--- config.mk ---
export PLATFORM = sky130hd
export DESIGN_NAME = osc_control
export DESIGN_NICKNAME = d
export VERILOG_FILES = /design/src/rtl/osc_ctrl_pkg.sv /design/src/rtl/osc_divider.sv /design/src/rtl/osc_control.sv
export SDC_FILE = /design/constraint.sdc
export NUM_CORES = 1
export LEC_CHECK = 0
export BUFFER_PORTS_ARGS = -buffer_cell sky130_fd_sc_hd__buf_2
export CORE_ASPECT_RATIO = 0.6
export CORE_MARGIN = 1.5
export CORE_UTILIZATION = 60
export CTS_CLUSTER_DIAMETER = 150
export DETAILED_ROUTE_END_ITERATION = 8
export PLACE_DENSITY = 0.86
export SLEW_MARGIN = 10
export SYNTH_ARGS = -nofsm -noshare
export SYNTH_HDL_FRONTEND = slang
export SYNTH_SLANG_ARGS = --single-unit
export TNS_END_PERCENT = 100
--- constraint.sdc ---
create_clock -name CLK_SYS -period 6.1 [get_ports CLK_SYS]
set_input_delay 0.915 -clock CLK_SYS [delete_from_list [all_inputs] [get_ports CLK_SYS]]
set_output_delay 0.915 -clock CLK_SYS [all_outputs]
set_load 0.02 [all_outputs]
--- src/rtl/osc_ctrl_pkg.sv ---
// Purpose: Shared constants and types for the oscillator control block
// Assumes: 32-bit classic Wishbone register bus, byte addressed
// Notes: Field positions, offsets, reset values and timing counts

package osc_ctrl_pkg;

	// ==================================================================
	// Register offsets
	localparam logic [3:0] OFS_CONTROL = 4'h0;
	localparam logic [3:0] OFS_CLEAR = 4'h4;
	localparam logic [3:0] OFS_SET = 4'h8;
	localparam logic [3:0] OFS_INVERT = 4'hC;
	localparam logic [3:0] OFS_CFG1 = 4'h0;
	localparam logic [3:0] OFS_CFG2 = 4'h4;

	// ==================================================================
	// Control register field positions
	localparam int POS_PLL_ODIV = 27;
	localparam int POS_RC_DIV = 24;
	localparam int POS_SEC_READY = 22;
	localparam int POS_BUS_DIV_READY = 21;
	localparam int POS_BUS_DIV = 19;
	localparam int POS_PLL_MULT = 16;
	localparam int POS_CUR_SRC = 12;
	localparam int POS_NEXT_SRC = 8;
	localparam int POS_SEL_LOCK = 7;
	localparam int POS_USB_LOCK = 6;
	localparam int POS_SYS_LOCK = 5;
	localparam int POS_SLEEP = 4;
	localparam int POS_FAIL = 3;
	localparam int POS_SWITCH = 0;

	// Implemented, writable and freezable bits
	localparam logic [31:0] MASK_WRITABLE = 32'h3F1F0799;
	localparam logic [31:0] MASK_FROZEN = 32'h38070700;

	// ==================================================================
	// Boot configuration field positions
	localparam int POS_CFG_INIT_SRC = 0;
	localparam int POS_CFG_MONITOR = 14;
	localparam int POS_CFG_BUS_DIV = 12;
	localparam int POS_CFG_PLL_ODIV = 16;
	localparam int POS_CFG_PLL_MULT = 4;

	// ==================================================================
	// Fixed reset values
	localparam logic [2:0] RST_RC_DIV = 3'h1;
	localparam logic RST_BUS_DIV_READY = 1'b1;

	// ==================================================================
	// Timing
	localparam int CLK_HZ = 10000000;
	localparam int SWITCH_TIME_US = 10;
	localparam int SWITCH_CYCLES = (SWITCH_TIME_US * (CLK_HZ / 1000000));
	localparam int BUS_DIV_TIME_US = 2;
	localparam int BUS_DIV_CYCLES = (BUS_DIV_TIME_US * (CLK_HZ / 1000000));

	// ==================================================================
	// Unlock keys
	localparam logic [31:0] UNLOCK_KEY1 = 32'hAA996655;
	localparam logic [31:0] UNLOCK_KEY2 = 32'h556699AA;

	typedef enum logic [1:0] {
		ULK_IDLE = 2'h0,
		ULK_KEY1 = 2'h1,
		ULK_OPEN = 2'h3
	} unlock_type;

	typedef enum logic [1:0] {
		SW_IDLE = 2'h0,
		SW_WAIT = 2'h1,
		SW_DONE = 2'h3
	} switch_type;

endpackage : osc_ctrl_pkg

--- src/rtl/osc_divider.sv ---
// Purpose: Power-of-two clock enable divider for one clock path
// Assumes: Code n selects divide by 2^n, last code divides by 2^8 when LAST_SHIFT is 8
// Notes: Output is a one-cycle tick per divided period

`timescale 1ns/1ps

module osc_divider #(
	parameter int CODE_W = 3,
	parameter int LAST_SHIFT = 8
) (
	input wire logic CLK_SYS,
	input wire logic RSTN,
	input wire logic [CODE_W-1:0] code,
	output logic tick
);

	typedef struct packed {
		logic [8:0] count;
		logic tick;
	} state_type;

	state_type r;
	state_type next_r;

	// ==================================================================
	// Code to terminal count
	function automatic logic [8:0] span(input logic [CODE_W-1:0] c);
		logic [8:0] s;
		s = 9'h001;
		if (c == {CODE_W{1'b1}} && LAST_SHIFT == 8) begin
			s = 9'h100;
		end else begin
			s = 9'(9'h001 << c);
		end
		return s;
	endfunction : span

	always_comb begin
		next_r = r;
		if (r.count + 9'h001 >= span(code)) begin
			next_r.count = 9'h000;
			next_r.tick = 1'b1;
		end else begin
			next_r.count = r.count + 9'h001;
			next_r.tick = 1'b0;
		end
	end

	always_ff @(posedge CLK_SYS) begin
		if (!RSTN) begin
			r <= '0;
		end else begin
			r <= next_r;
		end
	end

	assign tick = r.tick;

endmodule : osc_divider

--- src/rtl/osc_control.sv ---
// Purpose: Oscillator control and status register with clock dividers
// Assumes: Classic Wishbone slave, analog status arrives asynchronously
// Notes: One wait-state-free answer one cycle after the request
//        Boot words are captured once, at the first edge after reset
//        Status inputs pass a two-stage synchroniser before use
//
// Decided for this implementation: the address map and the Wishbone register port.

`timescale 1ns/1ps

module osc_control
	import osc_ctrl_pkg::*;
#(
	parameter int SWITCH_WAIT = SWITCH_CYCLES,
	parameter int BUS_DIV_WAIT = BUS_DIV_CYCLES
) (
	input wire logic CLK_SYS,
	input wire logic RSTN,
	input wire logic WB_CYC_I,
	input wire logic WB_STB_I,
	input wire logic WB_WE_I,
	input wire logic [4:0] WB_ADR_I,
	input wire logic [3:0] WB_SEL_I,
	input wire logic [31:0] WB_DAT_I,
	output logic [31:0] WB_DAT_O,
	output logic WB_ACK_O,
	input wire logic [31:0] BOOT_CFG1,
	input wire logic [31:0] BOOT_CFG2,
	input wire logic SEC_OSC_STABLE,
	input wire logic SYS_PLL_LOCK_IN,
	input wire logic USB_PLL_LOCK_IN,
	input wire logic FAIL_DETECT,
	input wire logic WAIT_EXEC,
	output logic [2:0] ACTIVE_SOURCE,
	output logic [2:0] PLL_MULT_CODE,
	output logic PLL_OUT_TICK,
	output logic RC_OUT_TICK,
	output logic BUS_CLK_TICK,
	output logic SLEEP_ENTER,
	output logic IDLE_ENTER,
	output logic SWITCH_BUSY
);
	import osc_ctrl_pkg::*;

	typedef struct packed {
		logic [31:0] ctrl;
		unlock_type ulk;
		switch_type sw;
		logic [15:0] sw_cnt;
		logic [15:0] pb_cnt;
		logic [3:0] sync1;
		logic [3:0] sync2;
		logic fail_prev;
		logic ack;
		logic [31:0] rdata;
		logic sleep;
		logic idle;
		logic [2:0] mult;
		logic boot_done;
		logic lock_honoured;
		logic pll_en;
		logic rc_en;
		logic pb_en;
	} state_type;

	state_type r;
	state_type next_r;
	logic pll_tick;
	logic rc_tick;
	logic pb_tick;

	// ==================================================================
	// Byte-lane merge
	function automatic logic [31:0] lanes(input logic [3:0] sel);
		return {{8{sel[3]}}, {8{sel[2]}}, {8{sel[1]}}, {8{sel[0]}}};
	endfunction : lanes

	// ==================================================================
	// Control, clear, set and invert write views
	function automatic logic [31:0] merge(input logic [3:0] o,
		input logic [31:0] cur, input logic [31:0] d,
		input logic [31:0] m);
		logic [31:0] v;
		v = cur;
		case (o)
			OFS_CONTROL: v = (cur & ~m) | (d & m);
			OFS_CLEAR: v = cur & ~(d & m);
			OFS_SET: v = cur | (d & m);
			OFS_INVERT: v = cur ^ (d & m);
			default: v = cur;
		endcase
		return v;
	endfunction : merge

	// ==================================================================
	// Readable image, unimplemented bits forced low
	function automatic logic [31:0] read_view(input logic [31:0] c);
		logic [31:0] v;
		v = c & (MASK_WRITABLE | 32'h00677060);
		v[31:30] = 2'b00;
		v[23] = 1'b0;
		v[15] = 1'b0;
		v[11] = 1'b0;
		return v;
	endfunction : read_view

	// ==================================================================
	// Dividers
	osc_divider #(.CODE_W(3), .LAST_SHIFT(8)) u_pll_div (
		.CLK_SYS(CLK_SYS),
		.RSTN(RSTN),
		.code(r.ctrl[POS_PLL_ODIV +: 3]),
		.tick(pll_tick)
	);

	osc_divider #(.CODE_W(3), .LAST_SHIFT(8)) u_rc_div (
		.CLK_SYS(CLK_SYS),
		.RSTN(RSTN),
		.code(r.ctrl[POS_RC_DIV +: 3]),
		.tick(rc_tick)
	);

	osc_divider #(.CODE_W(2), .LAST_SHIFT(3)) u_pb_div (
		.CLK_SYS(CLK_SYS),
		.RSTN(RSTN),
		.code(r.ctrl[POS_BUS_DIV +: 2]),
		.tick(pb_tick)
	);

	// ==================================================================
	// Register and sequencing logic
	always_comb begin
		logic sel_bus;
		logic ctrl_hit;
		logic wr;
		logic rd;
		logic frozen;
		logic [31:0] wmask;
		logic [31:0] wdata;
		logic [31:0] newv;
		logic [3:0] ofs;
		logic sec_ok;
		logic sys_ok;
		logic usb_ok;
		logic fail_now;
		next_r = r;
		sec_ok = r.sync2[0];
		sys_ok = r.sync2[1];
		usb_ok = r.sync2[2];
		fail_now = r.sync2[3];
		sel_bus = WB_CYC_I && WB_STB_I && !r.ack;
		ofs = {WB_ADR_I[3:2], 2'b00};
		ctrl_hit = !WB_ADR_I[4];
		wr = sel_bus && WB_WE_I;
		rd = sel_bus && !WB_WE_I;
		wmask = lanes(WB_SEL_I);
		wdata = WB_DAT_I;
		newv = r.ctrl;
		frozen = r.ctrl[POS_SEL_LOCK] &&
			r.lock_honoured;

		next_r.sync1 = {FAIL_DETECT, USB_PLL_LOCK_IN, SYS_PLL_LOCK_IN,
			SEC_OSC_STABLE};
		next_r.sync2 = r.sync1;
		next_r.ack = sel_bus;
		next_r.sleep = 1'b0;
		next_r.idle = 1'b0;

		// ==========================================================
		// Boot-derived fields after reset release
		if (!r.boot_done) begin
			next_r.boot_done = 1'b1;
			next_r.lock_honoured = BOOT_CFG1[POS_CFG_MONITOR + 1];
			next_r.ctrl[POS_NEXT_SRC +: 3] =
				BOOT_CFG1[POS_CFG_INIT_SRC +: 3];
			next_r.ctrl[POS_CUR_SRC +: 3] = BOOT_CFG1[POS_CFG_INIT_SRC +: 3];
			next_r.ctrl[POS_BUS_DIV +: 2] = BOOT_CFG1[POS_CFG_BUS_DIV +: 2];
			next_r.ctrl[POS_PLL_ODIV +: 3] = BOOT_CFG2[POS_CFG_PLL_ODIV +: 3];
			next_r.ctrl[POS_PLL_MULT +: 3] = BOOT_CFG2[POS_CFG_PLL_MULT +: 3];
		end

		// ==========================================================
		// Status bits follow synchronised inputs
		next_r.ctrl[POS_SEC_READY] = sec_ok;
		next_r.ctrl[POS_SYS_LOCK] = sys_ok;
		next_r.ctrl[POS_USB_LOCK] = usb_ok;

		// ==========================================================
		// Read data and read side effect
		if (rd) begin
			if (ctrl_hit && ofs == OFS_CONTROL) begin
				next_r.rdata = read_view(r.ctrl);
				next_r.ctrl[POS_FAIL] = 1'b0;
			end else if (!ctrl_hit && ofs == OFS_CFG1) begin
				next_r.rdata = BOOT_CFG1;
			end else if (!ctrl_hit && ofs == OFS_CFG2) begin
				next_r.rdata = BOOT_CFG2;
			end else begin
				next_r.rdata = 32'h00000000;
			end
		end

		// ==========================================================
		// Unlock sequence and aliased writes
		if (wr && !ctrl_hit) begin
			next_r.ulk = ULK_IDLE;
		end
		if (wr && ctrl_hit) begin
			case (r.ulk)
				ULK_IDLE: begin
					if (WB_DAT_I == UNLOCK_KEY1 && ofs == OFS_CONTROL &&
						WB_SEL_I == 4'hF) begin
						next_r.ulk = ULK_KEY1;
					end
				end
				ULK_KEY1: begin
					if (WB_DAT_I == UNLOCK_KEY2 && ofs == OFS_CONTROL &&
						WB_SEL_I == 4'hF) begin
						next_r.ulk = ULK_OPEN;
					end else begin
						next_r.ulk = ULK_IDLE;
					end
				end
				ULK_OPEN: begin
					next_r.ulk = ULK_IDLE;
					newv = merge(ofs, r.ctrl, wdata, wmask);
					if (frozen) begin
						newv = (newv & ~MASK_FROZEN) | (r.ctrl & MASK_FROZEN);
					end
					if (!r.ctrl[POS_BUS_DIV_READY]) begin
						newv[POS_BUS_DIV +: 2] = r.ctrl[POS_BUS_DIV +: 2];
					end
					if (r.sw != SW_IDLE) begin
						newv[POS_SWITCH] = 1'b1;
					end
					next_r.ctrl = (next_r.ctrl & ~MASK_WRITABLE) |
						(newv & MASK_WRITABLE);
					if (newv[POS_BUS_DIV +: 2] != r.ctrl[POS_BUS_DIV +: 2]) begin
						next_r.ctrl[POS_BUS_DIV_READY] = 1'b0;
						next_r.pb_cnt = 16'(BUS_DIV_WAIT);
					end
				end
				default: next_r.ulk = ULK_IDLE;
			endcase
		end

		// ==========================================================
		// Divisor ready returns after settling
		if (!r.ctrl[POS_BUS_DIV_READY] && next_r.pb_cnt == r.pb_cnt) begin
			if (r.pb_cnt <= 16'h0001) begin
				next_r.ctrl[POS_BUS_DIV_READY] = 1'b1;
				next_r.pb_cnt = 16'h0000;
			end else begin
				next_r.pb_cnt = r.pb_cnt - 16'h0001;
			end
		end

		// ==========================================================
		// Fail flag set wins over read clear
		next_r.fail_prev = fail_now;
		if (fail_now && !r.fail_prev) begin
			next_r.ctrl[POS_FAIL] = 1'b1;
		end

		// ==========================================================
		// Clock switch sequencing
		case (r.sw)
			SW_IDLE: begin
				if (r.ctrl[POS_SWITCH]) begin
					next_r.sw = SW_WAIT;
					next_r.sw_cnt = 16'(SWITCH_WAIT);
				end
			end
			SW_WAIT: begin
				if (r.sw_cnt <= 16'h0001) begin
					next_r.sw = SW_DONE;
				end else begin
					next_r.sw_cnt = r.sw_cnt - 16'h0001;
				end
			end
			SW_DONE: begin
				next_r.sw = SW_IDLE;
				next_r.ctrl[POS_CUR_SRC +: 3] = r.ctrl[POS_NEXT_SRC +: 3];
				next_r.ctrl[POS_SWITCH] = 1'b0;
			end
			default: next_r.sw = SW_IDLE;
		endcase

		// ==========================================================
		// Wait instruction
		if (WAIT_EXEC) begin
			next_r.sleep = r.ctrl[POS_SLEEP];
			next_r.idle = !r.ctrl[POS_SLEEP];
		end
		next_r.mult = r.ctrl[POS_PLL_MULT +: 3];

		// ==========================================================
		// Divided clock enables, one more register stage
		next_r.pll_en = pll_tick;
		next_r.rc_en = rc_tick;
		next_r.pb_en = pb_tick;
	end

	always_ff @(posedge CLK_SYS) begin
		if (!RSTN) begin
			r <= '0;
			r.ctrl[POS_RC_DIV +: 3] <= RST_RC_DIV;
			r.ctrl[POS_BUS_DIV_READY] <= RST_BUS_DIV_READY;
			r.ulk <= ULK_IDLE;
			r.sw <= SW_IDLE;
		end else begin
			r <= next_r;
		end
	end

	// ==================================================================
	// Outputs
	assign WB_DAT_O = r.rdata;
	assign WB_ACK_O = r.ack;
	assign ACTIVE_SOURCE = r.ctrl[POS_CUR_SRC +: 3];
	assign PLL_MULT_CODE = r.mult;
	assign PLL_OUT_TICK = r.pll_en;
	assign RC_OUT_TICK = r.rc_en;
	assign BUS_CLK_TICK = r.pb_en;
	assign SLEEP_ENTER = r.sleep;
	assign IDLE_ENTER = r.idle;
	assign SWITCH_BUSY = r.ctrl[POS_SWITCH];

endmodule : osc_control

After elaboration in Yosys (flattened, before gate mapping)
Index checks and enable logic that the tools add are counted.
W data, S select, Z words.
{"block": "totals", "regBits": 150, "in_bits": 115}
{"block": "op_classes", "mux": 47, "n_eq_ne": 17, "n_reduce_logical": 35, "bitwise_logic": 11, "addsub": 5, "shifts": 3, "order_cmp": 5}
{"cell": "$mux W30", "count": 6}
{"cell": "$mux W32", "count": 4}
{"cell": "$pmux W30 S4", "count": 1}
{"cell": "$mux W16", "count": 6}
{"cell": "$and A30 B30 Y30", "count": 3}
{"cell": "$not A30 Y30", "count": 2}
{"cell": "$or A30 B30 Y30", "count": 2}
{"cell": "$eq A32 B31 Y1 const B", "count": 1}
{"cell": "$eq A32 B32 Y1 const B", "count": 1}
{"cell": "$le A16 B1 Y1 const B", "count": 2}
{"cell": "$or A32 B30 Y32", "count": 1}
{"cell": "$pmux W16 S2", "count": 1}
{"cell": "$sub A16 B1 Y16 const B", "count": 2}
{"cell": "$or A27 B30 Y30", "count": 1}
{"cell": "$xor A30 B30 Y30", "count": 1}
{"cell": "$add A9 B1 Y9 const B", "count": 3}
{"cell": "$ge A9 B9 Y1", "count": 3}
{"cell": "$mux W18", "count": 1}
{"cell": "$mux W9", "count": 2}
{"cell": "$shl A1 B3 Y9 const A", "count": 2}
{"cell": "$eq A16 B16 Y1", "count": 1}
{"cell": "$logic_and A1 B1 Y1", "count": 16}
{"cell": "$mux W2", "count": 7}
{"cell": "$mux W1", "count": 12}
{"cell": "17 further kinds", "count": 42}

Logic depth before layout (Yosys ltp)
Gate-level depths: netlist of run 1.
{"block": "depth", "depth_word": 20, "mapped_depth": 10}

Hierarchy
From an unflattened synthesis of run 1, not the netlist that was laid out.
{"block": "unflattened", "cells_unflattened": 960, "area_unflattened_um2": 8201.6}
{"mod": "osc_control", "cells_each": 759, "area_per_inst_um2": 6346.1, "n_inst": 1, "seq_area_each_um2": 2262.2}
{"mod": "osc_divider (u_pll_div)", "cells_each": 74, "area_per_inst_um2": 676.9, "n_inst": 1, "seq_area_each_um2": 200.2}
{"mod": "osc_divider (u_rc_div)", "cells_each": 74, "area_per_inst_um2": 665.6, "n_inst": 1, "seq_area_each_um2": 200.2}
{"mod": "osc_divider (u_pb_div)", "cells_each": 53, "area_per_inst_um2": 513.0, "n_inst": 1, "seq_area_each_um2": 200.2}

Least setup slack after synthesis of run 1
OpenSTA, ideal clock, no wires.
{"block": "synth_path", "path_kind": "input -> register", "from": "input WB_SEL_I[2]", "to": "register r[64] (netlist name)", "setup_slack_ns": 3.328, "arrival_time_ns": 2.713, "stages": 9, "required_time_ns": 6.041, "cell_sequence": "clkbuf_1 nand2_1 ha_1 nor2b_1 o31ai_1 or3_1 nand4_1 a21oi_1 o221a_2"}
{"block": "synth_via", "elab_chain_len": 20}
{"element": "from (decl)", "line": "osc_control.sv:23", "rtl": "input wire logic [3:0] WB_SEL_I,"}
{"element": "$and A30 B30 Y30 or $not A30 Y30 (tied branches)"}
{"element": "$not A30 Y30 or $and A30 B30 Y30 (tied branches)", "line": "osc_control.sv:87, osc_control.sv:86"}
{"element": "$and A30 B30 Y30 or $or A30 B30 Y30 (tied branches)", "line": "osc_control.sv:87, osc_control.sv:86"}
{"element": "$pmux W30 S4 *", "line": "osc_control.sv:85", "rtl": "case (o)"}
{"element": "$mux W30 *", "line": "osc_control.sv:209", "rtl": "case (r.ulk)"}
{"element": "$mux W30 *", "line": "osc_control.sv:208", "rtl": "if (wr && ctrl_hit) begin"}
{"element": "$or A27 B30 Y30", "line": "osc_control.sv:228", "rtl": "newv = (newv & ~MASK_FROZEN) | (r.ctrl & MASK_FROZEN);"}
{"element": "$mux W30 *", "line": "osc_control.sv:227", "rtl": "if (frozen) begin"}
{"element": "(+4 left out)"}
{"element": "$mux W2 *", "line": "osc_control.sv:208"}
{"element": "$ne A2 B2 Y1 *", "line": "osc_control.sv:238", "rtl": "if (newv[POS_BUS_DIV +: 2] != r.ctrl[POS_BUS_DIV +: 2]) begin"}
{"element": "$mux W16 *", "line": "osc_control.sv:238"}
{"element": "$mux W16 *", "line": "osc_control.sv:209"}
{"element": "$mux W16 *", "line": "osc_control.sv:208"}
{"element": "$eq A16 B16 Y1", "line": "osc_control.sv:249", "rtl": "if (!r.ctrl[POS_BUS_DIV_READY] && next_r.pb_cnt == r.pb_cnt) begin"}
{"element": "$logic_and A1 B1 Y1", "line": "osc_control.sv:249"}
{"element": "$mux W16 *", "line": "osc_control.sv:249"}
{"element": "to (signal assigned)", "line": "osc_control.sv:312", "rtl": "r <= next_r;"}
{"element": "to (decl)", "line": "osc_control.sv:66", "rtl": "state_type r;"}
Every way passes the cells marked *; elsewhere a longest branch is shown, timed or not. The select of a mux whose other input is x is not followed.
A chain may end at the register's enable or synchronous reset.

Final worst setup path of run 1
{"block": "layout_path", "from": "input WB_ADR_I[3]", "to": "register r[66] (netlist name)"}
{"block": "layout_via", "elab_chain_len": 18}
{"element": "from (decl)", "line": "osc_control.sv:22", "rtl": "input wire logic [4:0] WB_ADR_I,"}
{"element": "$eq A2 B2 Y1, or another cell as far along", "line": "osc_control.sv:85"}
{"element": "$pmux W30 S4 *", "line": "osc_control.sv:85"}
{"element": "$mux W30 *", "line": "osc_control.sv:209"}
{"element": "$mux W30 *", "line": "osc_control.sv:208"}
{"element": "$or A27 B30 Y30", "line": "osc_control.sv:228"}
{"element": "$mux W30 *", "line": "osc_control.sv:227"}
{"element": "$mux W30 *", "line": "osc_control.sv:209"}
{"element": "$mux W30 *", "line": "osc_control.sv:208"}
{"element": "(+2 left out)"}
{"element": "$mux W2 *", "line": "osc_control.sv:208"}
{"element": "$ne A2 B2 Y1 *", "line": "osc_control.sv:238"}
{"element": "$mux W16 *", "line": "osc_control.sv:238"}
{"element": "$mux W16 *", "line": "osc_control.sv:209"}
{"element": "$mux W16 *", "line": "osc_control.sv:208"}
{"element": "$eq A16 B16 Y1", "line": "osc_control.sv:249"}
{"element": "$logic_and A1 B1 Y1", "line": "osc_control.sv:249"}
{"element": "$mux W16 *", "line": "osc_control.sv:249"}
Marked as above.

==> impl_metrics.py, run 1 <==
metrics = {
    "sta": {
        "slew_violations": 0,
        "fmax_mhz": 328,
        "grt_setup_unrepaired": "false",
        "worst_slew_pin_slew_ns": 1.08,
        "setup_viol": 0,
        "clock_skew_ns": 0.00793,
        "hold_viol_final": 0,
        "relSlewSlack": 0.276,
        "fin_ws_ns": 3.05,
        "fin_tns_setup_ns": 0,
        "min_period_over_period": 0.499,
        "period_needed_ns": 3.05,
    },
    "final_layout": {
        "final_net_count": 1223,
        "fin_area_um2": 9300,
        "final_common_cell": "buf_2",
        "layout_common_cells": "157 x buf_2, 143 x dfxtp_1, 99 x nor2_1",
        "multiInputGateArea_um2": 4680,
        "area_growth_pct": 14.1,
        "ff_latch_area_um2": 2860,
        "fillCellCount": 1006,
        "final_layout_size_suffix_gt1_frac": 0.196,
    },
    "setup_path": {
        "crit_slowest_cell": "a21oi_1",
        "end_kind": "register",
        "max_stage_delay_ns": 0.59,
        "cp_num_buf_inv": 1,
        "crit_family": "compound AO/OA/AOI/OAI gates",
        "start_kind": "input port",
        "cp.arrival_ns": 3.41,
        "critPathMaxFanout": 36,
        "timing_worst_setup_path_type": "in -> reg",
        "cp_cell_sequence": "buf_2, nand2b_1, a221oi_1, o21ai_0, nand4_1, a21oi_1, o221a_1",
        "required_ns": 6.46,
    },
    "floorplanning": {
        "core-area_um2": 13100,
        "start_util": 0.624,
        "dieArea_um2": 14300,
        "die_x_um": 153,
        "rows": 32,
        "ioPinCount": 160,
        "dieHeight_um": 93.3,
    },
    "hold_path": {
        "worstHoldPathType": "reg -> reg",
    },
    "clock_tree": {
        "hold_buffers": 0,
        "worstSkewPairLatency_ns": 0.43,
        "cts_tree": "yes",
        "cts-resized-gates": 0,
        "clkTransAtPathRegs_ns": 0.06,
        "postCtsSetupRepairBufs": 0,
        "numCtsBuffers": 17,
        "max-clock-path-buffers": 2,
        "cts-root-buf": "clkbuf_16",
        "htreeDepth": 4,
        "clock_sinks": 143,
    },
    "power": {
        "powerDensity_nw_per_um2": 264,
        "p_comb_frac": 0.143,
        "p_switching_mw": 0.669,
        "swShare": 0.272,
        "p_leak_nw": 4.21,
        "fin_total_pwr_mw": 2.46,
        "clkPwrFrac": 0.446,
        "ir_worst_vdd_uv": 203,
        "p_int_mw": 1.79,
        "power_frac_seq": 0.411,
    },
    "global_route": {
        "grt_use_met1": 0.417,
        "grt_pass1_wl_um": 35600,
        "first_global_vias": 7201,
        "met2_usage": 0.515,
        "grt_overflow": 0,
        "grt_usage": 0.313,
        "grt_use_met3": 0.0644,
        "antenna_found_initial": 4,
        "gr-max-usage-layer": "met2",
        "grt_max_degree": 64,
    },
    "logic_synthesis": {
        "yosysTopAreaCellShare": 0.351,
        "async_flop_share": 0,
        "synth_edf_count": 0,
        "synth_xor_area_frac": 0.0333,
        "synth-simple-area-share": 0.225,
        "yosys.area.top_type": "dfxtp_1",
        "synth_compound_area_frac": 0.189,
        "synthFlopType": "dfxtp_1",
        "ys_ff_latch": 143,
        "yosysSeqAreaShare": 0.351,
        "syn_area_um2": 8150,
        "synthAdderAreaFrac": 0.0691,
        "synth_cells": 980,
        "synth_top_family_by_area": "simple AND/OR/NAND/NOR gates",
        "synth_area_leaders": "dfxtp_1 35%, ha_1 6.9%, mux2i_1 5.5%, nor2_1 4.6%, nand2_1 4.4%",
        "ys_warn_count": 0,
        "avgSynthCellArea_um2": 8.32,
        "synthMuxAreaShare": 0.0553,
        "ys_types": 58,
    },
    "detailed_routing": {
        "drtIter0Drc": 852,
        "drtAntennaViolNets": 0,
        "detailedRoute.firstPassIterationCount": 6,
        "drc": 0,
        "viasPerCell": 6.17,
        "wl_um": 22300,
        "wl_per_cell_um": 17.9,
        "vias": 7699,
    },
    "place": {
        "place_hpwl_um": 15400,
        "dp_slack_ns": 2.78,
        "port_buffers": 157,
        "placed_area_um2": 8670,
        "globalplace.congestion": 0.884,
    },
    "run_status": {
        "status": "finished, final reports clean",
    },
    "job": {
        "max_cap_violations": 0,
    },
}
[routing by layer]
metal,vias up,share of wire
met5,-,0.0020
met4,6,0.020
met3,55,0.099
met2,423,0.45
met1,3560,0.43
li1,3655,-
[kinds of logic after synthesis]
kind of cell               count (synthesis)
xor gates and xnor gates                  31
other                                      1
muxes                                     45
AOI/OAI and AO/OA                        221
buffers and inverters                    126
adders and majority gates                 45
and+or+nand+nor                          368
DFF                                      143
[area by class of cell]
| class | count | area share |
|---|---|---|
| Multi-Input combinational cell | 715 | 0.503 |
| Sequential cell | 143 | 0.308 |
| Timing Repair Buffer | 163 | 0.0894 |
| Clock buffer | 19 | 0.0476 |
| Tap cell | 170 | 0.0229 |
| Clock inverter | 13 | 0.0191 |
| Inverter | 23 | 0.00929 |
| Antenna cell | 1 | 0.000269 |
[registers in the layout, indices dropped and copies added, names as in the netlist, 3 cells and up]
signal,cells
ACTIVE_SOURCE,3
u_rc_div.r,9
u_pb_div.r,9
PLL_MULT_CODE,3
next_r,8
WB_DAT_O,32
u_pll_div.r,9
r,60
[power groups by stage]
| stage | clock [mW] | combinational, mW | sequential [mW] |
|---|---|---|---|
| 5_1_grt | 1.15 | 0.385 | 1.01 |
| 6_report | 1.10 | 0.350 | 1.01 |
| 3_3_place_gp | 0 | 0.334 | 1.02 |
| 4_1_cts | 1.10 | 0.346 | 1.01 |
| 2_1_floorplan | 0 | 0.248 | 1.02 |
| 3_5_place_dp | 0 | 0.339 | 1.02 |
[Yosys cell counts (7+ instances only)]
cell      number
a211oi_1      12
o221ai_1       9
or3_1         12
inv_1         22
xor2_1        15
mux2i_1       45
buf_4         39
nor2b_1        8
a22oi_1       26
dfxtp_1      143
a21oi_1       40
clkbuf_1      56
o21ai_0       46
o211ai_1      14
nor3_1        32
and2_1        21
nand3_1       29
a21o_1         9
nor4_1         8
nor2_1        99
nand2_1       95
nand2b_1      14
a221oi_1      15
xnor2_1       16
nand3b_1       7
ha_1          45
o211a_1       18
[through the flow]
stage / util / cells / hold WS [ns]
detailed placement: 0.664 / 1214 / 0.419
finish: 0.712 / 1247 / 0.435
CTS: 0.712 / 1246 / 0.438
global route: 0.712 / 1246 / 0.449
floorplan: - / 984 / 0.412
global placement: 0.664 / 1214 / 0.417
[worst register-to-register path, delay by kind of cell (launching register included)]
| family | cells | cell delay [ns] |
|---|---|---|
| compound gates | 1 | 0.28 |
| simple gates | 5 | 1.93 |
| flops | 1 | 0.37 |
[path summary, 6_finish.rpt]
| path | slack (ns) | cells past startpoint | end | startpoint |
|---|---|---|---|---|
| setup reg to reg | 3.41 | 6 | r[64] | r[58] |
| hold / removal | 0.43 | 1 | r[45] | next_r[45] |
| hold reg to reg | 0.43 | 1 | r[45] | next_r[45] |
| setup / recovery | 3.05 | 7 | r[66] | WB_ADR_I[3] |
(Power assumes the default switching activity.)
==> inputs of run 2 (changes only) <==
- ABC_AREA: unset -> 1
- CORE_UTILIZATION: 60 -> 51
- PLACE_DENSITY: 0.86 -> 0.77
- clock period: 6.1 -> 2.6 ns (I/O delays scaled with it)
==> run 2 against run 1 <==
Global-route usage shrank 4.6 points. Sequential cell count is the same. Critical path depth grew 7. Largest power group unchanged. Hold slack lost 0.30 ns. Via count grew 5.6%. Total power grew 140%. First-iteration DRC count shrank 11%.
==> impl_metrics.py, run 2 <==
metrics = {
    "clock_tree": {
        "clkTransAtPathRegs_ns": 0.07,
        "htreeDepth": 4,
        "max-clock-path-buffers": 2,
        "worstSkewPairLatency_ns": 0.43,
        "cts_tree": "yes",
        "clock_sinks": 143,
        "hold_buffers": 0,
        "numCtsBuffers": 17,
        "cts-root-buf": "clkbuf_16",
    },
    "logic_synthesis": {
        "ys_warn_count": 0,
        "synth_cells": 1163,
        "async_flop_share": 0,
        "yosysSeqAreaShare": 0.342,
        "avgSynthCellArea_um2": 7.20,
        "synthMuxAreaShare": 0,
        "netlist_top_cells_count": "232 x nand2_1, 143 x dfxtp_1, 132 x inv_1, 108 x nor2_1, 82 x nand3_1",
        "synth_xor_area_frac": 0.0324,
        "synth_area_leaders": "dfxtp_1 34%, nand2_1 10%, ha_1 6.7%, inv_1 5.9%, nand3_1 4.9%",
        "synthFlopType": "dfxtp_1",
        "syn_area_um2": 8370,
        "yosys.area.top_type": "dfxtp_1",
        "synth_edf_count": 0,
        "synth-simple-area-share": 0.260,
        "synth_compound_area_frac": 0.169,
        "synth_top_family_by_area": "simple AND/OR/NAND/NOR gates",
        "ys_types": 48,
        "synthAdderAreaFrac": 0.0673,
        "yosysTopAreaCellShare": 0.342,
        "synthMostInstantiatedCell": "nand2_1",
        "ys_ff_latch": 143,
    },
    "power": {
        "swShare": 0.288,
        "clkPwrFrac": 0.453,
        "p_leak_nw": 4.58,
        "p_comb_frac": 0.146,
        "p_switching_mw": 1.69,
        "powerDensity_nw_per_um2": 606,
        "p_int_mw": 4.18,
        "power_frac_seq": 0.402,
        "ir_worst_vdd_uv": 394,
    },
    "final_layout": {
        "final_net_count": 1434,
        "diodes": 0,
        "final_common_cell": "nand2_1",
        "post-route-util": 0.601,
        "multiInputGateArea_um2": 4490,
        "largest_register_ff_count": 60,
        "area_growth_pct": 15.7,
        "ff_latch_area_um2": 2870,
        "final_layout_size_suffix_gt1_frac": 0.197,
        "fillCellCount": 1466,
        "layout_common_cells": "231 x nand2_1, 157 x buf_2, 142 x dfxtp_1",
        "top_register": "r",
    },
    "hold_path": {
        "worstHoldPathType": "in -> reg",
        "hp-start": "FAIL_DETECT",
        "holdPathStages": 3,
        "hold_end": "next_r[47]",
    },
    "setup_path": {
        "crit_family": "simple AND/OR/NAND/NOR gates",
        "start_kind": "register",
        "critPathMaxFanout": 4,
        "reg2reg_depth": 14,
        "crit_slowest_cell": "dfxtp_1",
        "required_ns": 2.96,
        "end_kind": "register",
        "rr_endpoint": "u_pll_div.r[9]",
        "timing_worst_setup_path_type": "reg -> reg",
        "cp.arrival_ns": 2.79,
        "r2r_setup_slack_ns": 0.18,
        "cp_cell_sequence": "ha_2, nand3_1, nand3b_1, xor2_1, inv_1, ha_1, nand2_1, nor2_1, a31o_2, a21oi_1, nand3_1, nand2_2, nand3_2, nor2_1",
        "cp_num_buf_inv": 1,
        "max_stage_delay_ns": 0.36,
        "worstReg2RegStart": "u_pll_div.r[2]",
    },
    "sta": {
        "fmax_mhz": 413,
        "min_period_over_period": 0.931,
        "relSlewSlack": 0.404,
        "worst_slew_pin_slew_ns": 0.892,
        "setup_viol": 0,
        "hold_viol_final": 0,
        "period_needed_ns": 2.42,
        "fin_ws_ns": 0.180,
        "fin_tns_setup_ns": 0,
        "clock_skew_ns": 0.0105,
        "slew_violations": 0,
    },
    "detailed_routing": {
        "viasPerCell": 5.44,
        "drc": 0,
        "detailedRoute.firstPassIterationCount": 5,
        "wl_um": 22600,
        "wl_per_cell_um": 15.1,
        "drtIter0Drc": 757,
        "drtAntennaViolNets": 0,
        "vias": 8132,
    },
    "floorplanning": {
        "dieHeight_um": 102,
        "core-area_um2": 16100,
        "dieArea_um2": 17200,
        "die_x_um": 168,
        "ioPinCount": 160,
        "start_util": 0.519,
        "rows": 36,
    },
    "global_route": {
        "grt_pass1_wl_um": 36300,
        "grt_usage": 0.268,
        "grt_overflow": 0,
        "grt_max_degree": 67,
        "antenna_found_initial": 0,
        "first_global_vias": 7257,
    },
    "place": {
        "dp_slack_ns": 0.00100,
        "port_buffers": 157,
        "place_hpwl_um": 16700,
        "globalplace.congestion": 0.909,
    },
    "run_status": {
        "status": "finished, final reports clean",
    },
    "job": {
        "max_cap_violations": 0,
    },
}
## run 2: cell types whose count changed after synthesis, sizes merged, moves of 25 or more
cell	previous run	this run
nand2	95	239
inv	22	138
nand3	29	92
mux2i	45	0
a21oi	40	73
a22oi	26	1
## run 2: final cells by class
cell class | count | area share
flip-flops and latches | 143 | 0.296
repair buffers | 173 | 0.0948
inverters | 139 | 0.0538
well taps | 209 | 0.0270
multi-input cells | 800 | 0.463
clock buffers | 17 | 0.0439
clock inverters | 15 | 0.0217
## run 2: per-layer routing
layer / GRT usage / share of wire / vias to the layer above
li1: - / - / 4069
met1: 0.368 / 0.47 / 3679
met2: 0.418 / 0.43 / 360
met3: 0.0709 / 0.096 / 24
met4: 0.0721 / 0.010 / 0
met5: 0 / 0 / -
## run 2: cell families after synthesis
family                     after synthesis
AOI/OAI and AO/OA                      225
adders and majority gates               45
other                                    1
DFF                                    143
xor gates and xnor gates                31
and+or+nand+nor                        493
buffers and inverters                  225
## run 2: what timing repair did
action	CTS	global route
pin swaps	0	1
setup buffers	0	0
setup endpoints to repair	3	17
resized for setup	1	8
cloned	0	1
## run 2: worst min-delay path, delay by kind of cell
| kind | cells | cell delay [ns] |
|---|---|---|
| buf+inv | 2 | 0.11 |
| simple gates | 1 | 0.04 |
## run 2: metrics by stage
step | hold WS, ns | std cells | instance area [µm²] | total power [mW]
after CTS | 0.129 | 1495 | 9650 | 5.85
after global placement | 0.393 | 1463 | 9010 | 3.18
final | 0.139 | 1496 | 9690 | 5.87
after floorplan | 0.390 | 1167 | 8390 | 2.94
after detailed placement | 0.401 | 1463 | 9010 | 3.20
after global routing | 0.146 | 1496 | 9690 | 6.12
## run 2: power by group through the flow
stage / combinational, mW / sequential [mW] / clock [mW]
floorplan: 0.555 / 2.39 / 0
global placement: 0.782 / 2.40 / 0
detailed placement: 0.800 / 2.40 / 0
CTS: 0.810 / 2.35 / 2.69
global route: 0.959 / 2.37 / 2.80
finish: 0.856 / 2.36 / 2.66
## run 2: how the worst max path moves through the flow
| stage | start | end | slack (ns) | cells past startpoint |
|---|---|---|---|---|
| 2_1_floorplan | u_pll_div.r[1] | u_pll_div.r[1] | 0.38 | 14 |
| 3_3_place_gp | u_pll_div.r[1] | u_pll_div.r[7] | 0.1 | 14 |
| 3_5_place_dp | u_pll_div.r[1] | u_pll_div.r[7] | 0.001 | 14 |
| 4_1_cts | u_pll_div.r[1] | u_pll_div.r[6] | 0.1 | 14 |
| 5_1_grt | u_pll_div.r[1] | u_pll_div.r[9] | -0.005 | 14 |
| 6_report | u_pll_div.r[2] | u_pll_div.r[9] | 0.18 | 14 |
